File: src/include/deac_pkg.sv
// constants and types shared by the byte store access controller
package deac_pkg;
	localparam int          MEM_DEPTH      = 128;
	localparam int          ADDR_W         = 7;
	localparam int          DATA_W         = 8;
	localparam int          CNT_W          = 16;
	// register locations as seen through the special function register port
	localparam logic [7:0]  SECTOR_DIRECT  = 8'h00;
	localparam logic [7:0]  SECTOR_CTRL    = 8'h01;
	localparam logic [7:0]  OFF_CONTROL    = 8'h40;
	localparam logic [7:0]  OFF_ADDRESS    = 8'h2e;
	localparam logic [7:0]  OFF_VALUE      = 8'h2f;
	// control field positions
	localparam int          BIT_STORE_EN   = 3;
	localparam int          BIT_STORE_GO   = 2;
	localparam int          BIT_FETCH_EN   = 1;
	localparam int          BIT_FETCH_GO   = 0;
	localparam logic [7:0]  RST_CONTROL    = 8'h00;
	localparam logic [7:0]  RST_ADDRESS    = 8'h00;
	localparam logic [7:0]  RST_VALUE      = 8'h00;
	// default timing counts
	localparam int          DEF_STORE_TICKS  = 4;
	localparam int          DEF_FETCH_CYCLES = 2;

	typedef enum logic [2:0] {
		ST_IDLE  = 3'b001,
		ST_STORE = 3'b010,
		ST_FETCH = 3'b100
	} deac_state_t;
endpackage

File: src/design/deac_top.sv
// register controller for single byte access to the non-volatile store
`timescale 1ns/100ps
// Summary of operation
// - store holds 128 bytes, addresses 00 to 7f
// - one byte per access via address, value
// - control at 40 in sector 1 only
// - address seven bits, bit 7 reads zero
// - value register eight bits, resets zero
// - control upper nibble zero, lower bits reset
// - store enable must precede any store
// - store start writes value to addressed byte
// - store start clears itself at completion
// - store start ignored without prior enable
// - fetch enable must precede any fetch
// - fetch start loads value and clears itself in the same cycle
// - store completion raises flag software clears
// - store timed by asynchronous internal timer
module deac_top #(
	parameter int STORE_TICKS  = deac_pkg::DEF_STORE_TICKS,
	parameter int FETCH_CYCLES = deac_pkg::DEF_FETCH_CYCLES
) (
	input  wire logic       mclk,
	input  wire logic       reset_n,
	input  wire logic [7:0] pointerHighByte,
	input  wire logic [7:0] sfrAddr,
	input  wire logic       sfrWrite,
	input  wire logic       sfrRead,
	input  wire logic [7:0] sfrWdata,
	output logic      [7:0] sfrRdata,
	input  wire logic       storeTimerTick,
	input  wire logic       storeDoneClear,
	output logic            storeDoneFlag,
	output logic            storeBusy,
	output logic            fetchBusy
);
	localparam int FETCH_SPAN = FETCH_CYCLES;

	typedef struct packed {
		logic [6:0]           address;
		logic [7:0]           value;
		logic                 storeEnable;
		logic                 storeGo;
		logic                 fetchEnable;
		logic                 fetchGo;
		deac_pkg::deac_state_t state;
		logic [15:0]          count;
		logic                 doneFlag;
		logic [1:0]           tickSync;
		logic                 tickPrev;
		logic                 memWrite;
		logic [7:0]           readData;
	} deac_regs_t;

	deac_regs_t st_q;
	deac_regs_t st_d;
	logic [7:0] memData;
	logic       selCtrl;
	logic       selAddr;
	logic       selValue;
	logic       tickEdge;
	logic [7:0] ctrlView;

	// control only in sector 1, address and value only in sector 0
	assign selCtrl  = (pointerHighByte == deac_pkg::SECTOR_CTRL)
		&& (sfrAddr == deac_pkg::OFF_CONTROL);
	assign selAddr  = (pointerHighByte == deac_pkg::SECTOR_DIRECT)
		&& (sfrAddr == deac_pkg::OFF_ADDRESS);
	assign selValue = (pointerHighByte == deac_pkg::SECTOR_DIRECT)
		&& (sfrAddr == deac_pkg::OFF_VALUE);
	assign tickEdge = st_q.tickSync[1] & ~st_q.tickPrev;

	always_comb begin
		ctrlView = 8'h00;
		ctrlView[deac_pkg::BIT_STORE_EN] = st_q.storeEnable;
		ctrlView[deac_pkg::BIT_STORE_GO] = st_q.storeGo;
		ctrlView[deac_pkg::BIT_FETCH_EN] = st_q.fetchEnable;
		ctrlView[deac_pkg::BIT_FETCH_GO] = st_q.fetchGo;
	end

	always_comb begin
		st_d          = st_q;
		st_d.memWrite = 1'b0;
		st_d.tickSync = {st_q.tickSync[0], storeTimerTick};
		st_d.tickPrev = st_q.tickSync[1];
		// register reads answer one cycle later
		if (sfrRead) begin
			if (selCtrl) begin
				st_d.readData = ctrlView;
			end else if (selAddr) begin
				st_d.readData = {1'b0, st_q.address};
			end else if (selValue) begin
				st_d.readData = st_q.value;
			end else begin
				st_d.readData = 8'h00;
			end
		end
		if (sfrWrite && selAddr) begin
			st_d.address = sfrWdata[6:0];
		end
		if (sfrWrite && selValue) begin
			st_d.value = sfrWdata;
		end
		if (sfrWrite && selCtrl) begin
			st_d.storeEnable = sfrWdata[deac_pkg::BIT_STORE_EN];
			st_d.fetchEnable = sfrWdata[deac_pkg::BIT_FETCH_EN];
			if (st_q.state == deac_pkg::ST_IDLE) begin
				// store wins if both starts arrive together
				if (sfrWdata[deac_pkg::BIT_STORE_GO] && st_q.storeEnable) begin
					st_d.storeGo = 1'b1;
					st_d.state   = deac_pkg::ST_STORE;
					st_d.count   = 16'h0000;
				end else if (sfrWdata[deac_pkg::BIT_FETCH_GO] && st_q.fetchEnable) begin
					st_d.fetchGo = 1'b1;
					st_d.state   = deac_pkg::ST_FETCH;
					st_d.count   = 16'h0000;
				end
			end
		end
		unique case (st_q.state)
			deac_pkg::ST_IDLE: begin
			end
			deac_pkg::ST_STORE: begin
				if (tickEdge) begin
					if (st_q.count == 16'(STORE_TICKS - 1)) begin
						st_d.memWrite = 1'b1;
						st_d.storeGo  = 1'b0;
						st_d.doneFlag = 1'b1;
						st_d.state    = deac_pkg::ST_IDLE;
					end else begin
						st_d.count = st_q.count + 16'h0001;
					end
				end
			end
			deac_pkg::ST_FETCH: begin
				if (st_q.count == 16'(FETCH_CYCLES - 1)) begin
					st_d.value   = memData;
					st_d.fetchGo = 1'b0;
					st_d.state   = deac_pkg::ST_IDLE;
				end else begin
					st_d.count = st_q.count + 16'h0001;
				end
			end
			default: begin
				st_d.state = deac_pkg::ST_IDLE;
			end
		endcase
		// a completion in the clearing cycle keeps the flag set, even if already set
		if (storeDoneClear && !st_d.memWrite) begin
			st_d.doneFlag = 1'b0;
		end
	end

	always_ff @(posedge mclk or negedge reset_n) begin
		if (!reset_n) begin
			st_q.address     <= deac_pkg::RST_ADDRESS[6:0];
			st_q.value       <= deac_pkg::RST_VALUE;
			st_q.storeEnable <= deac_pkg::RST_CONTROL[deac_pkg::BIT_STORE_EN];
			st_q.storeGo     <= deac_pkg::RST_CONTROL[deac_pkg::BIT_STORE_GO];
			st_q.fetchEnable <= deac_pkg::RST_CONTROL[deac_pkg::BIT_FETCH_EN];
			st_q.fetchGo     <= deac_pkg::RST_CONTROL[deac_pkg::BIT_FETCH_GO];
			st_q.state       <= deac_pkg::ST_IDLE;
			st_q.count       <= 16'h0000;
			st_q.doneFlag    <= 1'b0;
			st_q.tickSync    <= 2'h0;
			st_q.tickPrev    <= 1'b0;
			st_q.memWrite    <= 1'b0;
			st_q.readData    <= 8'h00;
		end else begin
			st_q <= st_d;
		end
	end

	deac_store_mem #(
		.DEPTH (deac_pkg::MEM_DEPTH),
		.AW    (deac_pkg::ADDR_W),
		.DW    (deac_pkg::DATA_W)
	) u_mem (
		.mclk      (mclk),
		.writeEn   (st_q.memWrite),
		.writeAddr (st_q.address),
		.writeData (st_q.value),
		.readAddr  (st_q.address),
		.readData  (memData)
	);

	assign sfrRdata      = st_q.readData;
	assign storeDoneFlag = st_q.doneFlag;
	assign storeBusy     = st_q.storeGo;
	assign fetchBusy     = st_q.fetchGo;

	chk_store_gate: assert property (@(posedge mclk) disable iff (!reset_n)
		$rose(st_q.storeGo) |-> $past(st_q.storeEnable))
		else $error("store started without enable");

	chk_fetch_gate: assert property (@(posedge mclk) disable iff (!reset_n)
		$rose(st_q.fetchGo) |-> $past(st_q.fetchEnable))
		else $error("fetch started without enable");

	chk_fetch_span: assert property (@(posedge mclk) disable iff (!reset_n)
		$rose(st_q.fetchGo) |-> st_q.fetchGo [*1] ##[1:FETCH_SPAN] !st_q.fetchGo)
		else $error("fetch start bit not cleared in time");

	chk_addr_top_zero: assert property (@(posedge mclk) disable iff (!reset_n)
		(sfrRead && selAddr) |=> sfrRdata[7] == 1'b0)
		else $error("address bit 7 read as one");

	chk_ctrl_upper: assert property (@(posedge mclk) disable iff (!reset_n)
		(sfrRead && selCtrl) |=> sfrRdata[7:4] == 4'h0)
		else $error("control upper bits not zero");

	chk_done_on_end: assert property (@(posedge mclk) disable iff (!reset_n)
		$fell(st_q.storeGo) |-> st_q.doneFlag && st_q.memWrite)
		else $error("store end without flag or write");

	chk_done_set_wins: assert property (@(posedge mclk) disable iff (!reset_n)
		st_q.memWrite |-> st_q.doneFlag)
		else $error("store end flag lost to clear");

	chk_sector_guard: assert property (@(posedge mclk) disable iff (!reset_n)
		(sfrWrite && sfrAddr == deac_pkg::OFF_CONTROL
			&& pointerHighByte != deac_pkg::SECTOR_CTRL && st_q.state == deac_pkg::ST_IDLE)
		|=> $stable(st_q.storeEnable) && $stable(st_q.fetchEnable))
		else $error("control changed outside sector 1");

	chk_write_in_store: assert property (@(posedge mclk) disable iff (!reset_n)
		st_q.memWrite |-> $past(st_q.state) == deac_pkg::ST_STORE && !st_q.storeGo)
		else $error("store write outside store cycle");

	chk_store_waits: assert property (@(posedge mclk) disable iff (!reset_n)
		(st_q.storeGo && !tickEdge) |=> st_q.storeGo)
		else $error("store ended without timer tick");
endmodule

File: src/design/deac_store_mem.sv
// byte store array with registered read data
`timescale 1ns/100ps
module deac_store_mem #(
	parameter int DEPTH  = deac_pkg::MEM_DEPTH,
	parameter int AW     = deac_pkg::ADDR_W,
	parameter int DW     = deac_pkg::DATA_W
) (
	input  wire logic          mclk,
	input  wire logic          writeEn,
	input  wire logic [AW-1:0] writeAddr,
	input  wire logic [DW-1:0] writeData,
	input  wire logic [AW-1:0] readAddr,
	output logic      [DW-1:0] readData
);
	logic [DW-1:0] cells [DEPTH];

	always_ff @(posedge mclk) begin
		if (writeEn) begin
			cells[writeAddr] <= writeData;
		end
		readData <= cells[readAddr];
	end
endmodule

File: config.mk
export PLATFORM = sky130hd
export DESIGN_NAME = deac_top
export DESIGN_NICKNAME = d
export VERILOG_FILES = /design/src/include/deac_pkg.sv /design/src/design/deac_top.sv /design/src/design/deac_store_mem.sv
export SDC_FILE = /design/constraint.sdc
export NUM_CORES = 1
export LEC_CHECK = 0
export BUFFER_PORTS_ARGS = -buffer_cell sky130_fd_sc_hd__buf_2
export CAP_MARGIN = 30
export CORE_MARGIN = 2
export CORE_UTILIZATION = 55
export DETAILED_ROUTE_END_ITERATION = 12
export GPL_TIMING_DRIVEN = 1
export PLACE_DENSITY = 0.78
export REMOVE_ABC_BUFFERS = 1
export SYNTH_ARGS = -nofsm -noshare
export SYNTH_HDL_FRONTEND = slang
export SYNTH_SLANG_ARGS = --single-unit
File: constraint.sdc
create_clock -name mclk -period 3.4 [get_ports mclk]
set_input_delay 0.17 -clock mclk [delete_from_list [all_inputs] [get_ports mclk]]
set_output_delay 0.17 -clock mclk [all_outputs]
set_load 0.01 [all_outputs]
After elaboration in Yosys (flattened, before gate mapping). Memories as Yosys holds them, arrays and structs flattened. A register that Yosys moved wholly into a read port is not among the register bits. Cells that the tools add are included.

$add $sub $neg: 1. Eq/ne operators: 9. Muxes and demuxes: 32. Bitwise gates (word level): 2. Reductions and logical operators: 15.

Operator list (number): $mux 20 (3); $mux 8 (6); $mux 16 (2); $pmux 16 s2 (1); $mux 22 (1); $mux 19 (1); $add 16x1->16 const B (1); $eq 16x1->1 const B (1); $eq 16x2->1 const B (1); $eq 8x6->1 const B (2); $mux 1 (15); $logic_and 1x1->1 (9); $pmux 3 s3 (1); $eq 8x1->1 const B (1); $eq 8x7->1 const B (1); $logic_not 8->1 (1); $reduce_bool 2->1 (3); $mux 4 (1); $eq 3x1->1 const B (1); $eq 3x2->1 const B (1); $eq 3x3->1 const B (1); $mux 3 (1); $reduce_and 3->1 (1); $and 1x1->1 (1); other kinds (2) (2).

Register bits: 51. Memory bits (writable): 1024. Bits of input ports: 30. Output and inout port bits: 11. Memories: 1.

Memory list: u_mem.cells (words 128, bits a word 8, read ports 1, clocked after memory_dff 1, wr ports 1, RTL line deac_store_mem.sv:15) `logic [DW-1:0] cells [DEPTH];`.

Logic depth before layout (Yosys ltp).
Depth in word-level cells: 9. Depth in mapped cells: 8. Mapped depth without buffers: 6.

Cells and area by module. Synthesis repeated with hierarchy kept, for this count alone.

Cells, all modules: 1903. Area, all modules: 42419.4 µm².

Modules (own cells, without submodules): deac_store_mem (times used 1, cells each 1635, area an instance 39665.5 µm², sequential area each 30909.6 µm²); deac_top (times used 1, cells each 268, area an instance 2753.9 µm², sequential area each 1277.5 µm²).

Least setup slack after synthesis. OpenSTA, ideal clock, no wires.

Path type: reg-to-reg. From: register st_q[44] (netlist name). To: register u_mem.readData[0], read port of u_mem.cells. Library setup time: 0.121 ns. Data arrival time: 2.712 ns. Data required time: 3.279 ns. Setup slack: 0.567 ns. Cell stages (with the launch flop): 7. Period minus slack after synthesis: 2.833 ns. Cell sequence: dfrtp_1 > buf_2 > buf_1 > mux4_2 > mux4_2 > mux4_2 > mux2_2.

RTL lines: start: declaration (RTL line deac_top.sv:54) `deac_regs_t st_q;`; start signal: assignment (RTL line deac_top.sv:169) `st_q <= st_d;`; end: declaration (RTL line deac_store_mem.sv:13) `output logic [DW-1:0] readData`.

==> run metrics <==
outcome=completed; Power Dens Cells=533.2 mW/mm^2; crit path DAT=~3.8 ns; worst setup margin=between 0.1 and 0.15 ns; CP required=approximately 4.0 ns; Core Box Area=0.07608 sq mm; CTS Root Cell=clkbuf_16; Post-Syn Area=0.04235 sq mm; drt initial violations=2751; Boundary Pins=slightly above 40; simple-gate share of the synthesized area=2.733%; compound-gate portion of the synthesized area=under 10%; DR pass1 iterations=5; Post-synth EDFFs=slightly above 1000; Clk pin slew, worst setup/hold paths=around 0.07 ns; Fin Setup TNS=0 ns; largest family of logic cells by synthesized area=multiplexers; Crit Path Max Fanout=45; worst skew pair latency=0.67 ns; Rows=101; r2r setup slk=0.13 ns; Total GRT Usage=25.96%; Max Cap Violations=0; Seq cells post-synth=1083; CP Capture Point=u_mem.readData[4]; reg2reg end=u_mem.readData[4]; ratio of cells with drive above 1 in the final layout=34.42%; Place WS=0.1900 ns; post-synthesis async set-or-reset flop share=4.709%; number of post-CTS setup repair buffers=0; Startpoint Class=register; largest net degree at the start of global routing=105; fin area=0.04881 sq mm; # hold bufs at CTS=14; CTS tree=built; synthesis warning total=0; height of the die=281.5 um; GP Congestion=roughly 0.86; die width=281.5 um; Max Fclk=306.2 MHz; reg2reg start=st_q[46]; antenna violations before repair=2; # diodes=0; final hold vios=0; Setup Viol. Count Final=0; Cells on Worst Hold Path=4; Primary FF master, synth=edfxtp_1; Post-DP Area=0.04517 sq mm; mux share of post-synthesis cell area=between 10% and 20%; Tot Pwr=26020 uW; CTS Buf Count=101; xor/xnor share of the synthesized area=0.02068%; Area Growth Syn to Fin=15.24%; Post-DP HPWL=58.54 mm; vias per inst=6.545; Max IR drop VDD=0.3548 mV; CP Class=register to register; Tightest Pin Transition=0.9009 ns; RSZ-0062 raised after global routing=false; sequential area share after synthesis=between 70% and 80%; Longest Clk Path Bufs=3; adder-cell area share of the yosys netlist=0.05909%; Tmin final=around 3.3 ns; type of the worst min-delay path=input pin to register; Mapped Cells=1923; Via Count=21570; Post-route DRC=0; clk_skew=approximately 0.030 ns; Layout Nets=roughly 2200; count leader, synth=edfxtp_1; Slew HR=about two fifths; Slew Limit Fails=0; first-pass GRT wire length=between 100 and 150 mm; Overflow after GRT=0; area of the die=approximately 0.08 sq mm; hold slack=0.03757 ns; Num Clock Sinks=roughly 1100; Initial Utilization=around 56%; Mean Syn Cell Area=22.02 sq um; Commonest cells post-synth=edfxtp_1 (1024), mux4_2 (336), nor2_1 (147); Distinct cells, synth=51; routed length per instance=30.78 um; leakage power=0.01842 uW; Post-DRT Antenna Nets=0; Tcrit/Tclk final=96.06%; Synth top area share=72.61%; Synth area leader=edfxtp_1; top post-synthesis cells by area=edfxtp_1 (73%), mux4_2 (18%), dfrtp_1 (3.0%); Critical Path Start=st_q[46]; r2r worst-path depth=6; vias in the first global route=21840; H-Tree Depth=3; Post-Route WL=101.4 mm; Buffers on Ports=40; CTS resizes=0; Setup crit end kind=register
[through the flow]
stage	std cells	util, %
floorplan	1810	-
global placement	3086	59.33
detailed placement	3087	59.37
CTS	3291	64.04
global route	3296	64.16
finish	3296	64.16
[area by class of cell]
class | count | area (sq um)
fillers | 4690 | 27270
clock buffers | 119 | 2700
multi-input cells | 704 | 9562
well taps | 1030 | 1289
clock inverters | 71 | 710.7
repair buffers | 266 | 2230
inverters | 23 | 86.33
flip-flops and latches | 1083 | 32230
[registers in the layout (all words and copies together) (netlist names)]
| register | flops |
|---|---|
| ctrlView | 2 |
| fetchBusy | 1 |
| sfrRdata | 8 |
| st_d | 2 |
| st_q | 36 |
| storeBusy | 1 |
| storeDoneFlag | 1 |
| u_mem.cells | 1024 |
| u_mem.readData | 8 |
[how the worst min path moves through the flow]
stage	start	endpoint	slack, ns
2_1_floorplan	reset_n	ctrlView[1]	-0.13
3_3_place_gp	storeTimerTick	st_d[11]	0.28
3_5_place_dp	storeTimerTick	st_d[11]	0.28
4_1_cts	sfrAddr[6]	st_q[30]	0.007
5_1_grt	sfrAddr[6]	st_q[30]	0.08
6_report	sfrAddr[6]	st_q[30]	0.04
[routing by layer]
metal / up-vias / share of wire, % / global-route usage (%)
met5: - / 0.013 / 0
met4: 2 / 3.4 / 9.015
met3: 218 / 9.8 / 5.254
met2: 1400 / 50 / 42.54
met1: 11390 / 37 / 35.29
li1: 8557 / - / -
[power breakdown]
| part | total, uW | internal (uW) | leakage [uW] | switching (uW) |
|---|---|---|---|---|
| Combinational | 78.6 | 35.3 | 0.00405 | 43.3 |
| Clock | 11600 | 6680 | 0.00163 | 4890 |
| Sequential | 14400 | 14400 | 0.0127 | 3.85 |
[logic make-up after synthesis]
| kind of cell | Yosys count |
|---|---|
| flops | 1083 |
| mux | 368 |
| simple gates | 262 |
| buf+inv | 136 |
| compound gates | 71 |
| fa+ha+maj | 2 |
| xor+xnor | 1 |
[critical path: stages, from the launching register on]
cell	delay [ns]
dfrtp_4	0.80
buf_12	0.35
buf_12	0.23
mux4_2	0.33
mux4_2	0.56
mux4_2	0.54
mux2_2	0.28
[layout by cell type, fill, tap and decap left out, types with 4 or more instances in the layout]
cell           instances
a21oi_1               15
a22oi_1                4
and2_1                 5
buf_12                19
buf_2                 40
buf_4                190
bufinv_16             13
clkbuf_1              12
clkbuf_16            105
clkinv_1              26
clkinv_2              13
clkinvlp_4            13
dfrtp_1               38
dfrtp_4               11
dfxtp_1                8
dlygate4sd3_1         14
edfxtp_1            1024
inv_1                 23
inv_6                  4
mux2_2                24
mux2i_1                8
mux4_2               336
nand2_1               33
nand2b_1               4
nand3_1               19
nand4_1               10
nor2_1               147
nor2b_1                7
nor3_1                17
nor4_1                10
o21ai_0               15
o21ai_1                5
o221ai_1               4
o22ai_1                9
No activity file was read; power rests on OpenSTA's default activity.
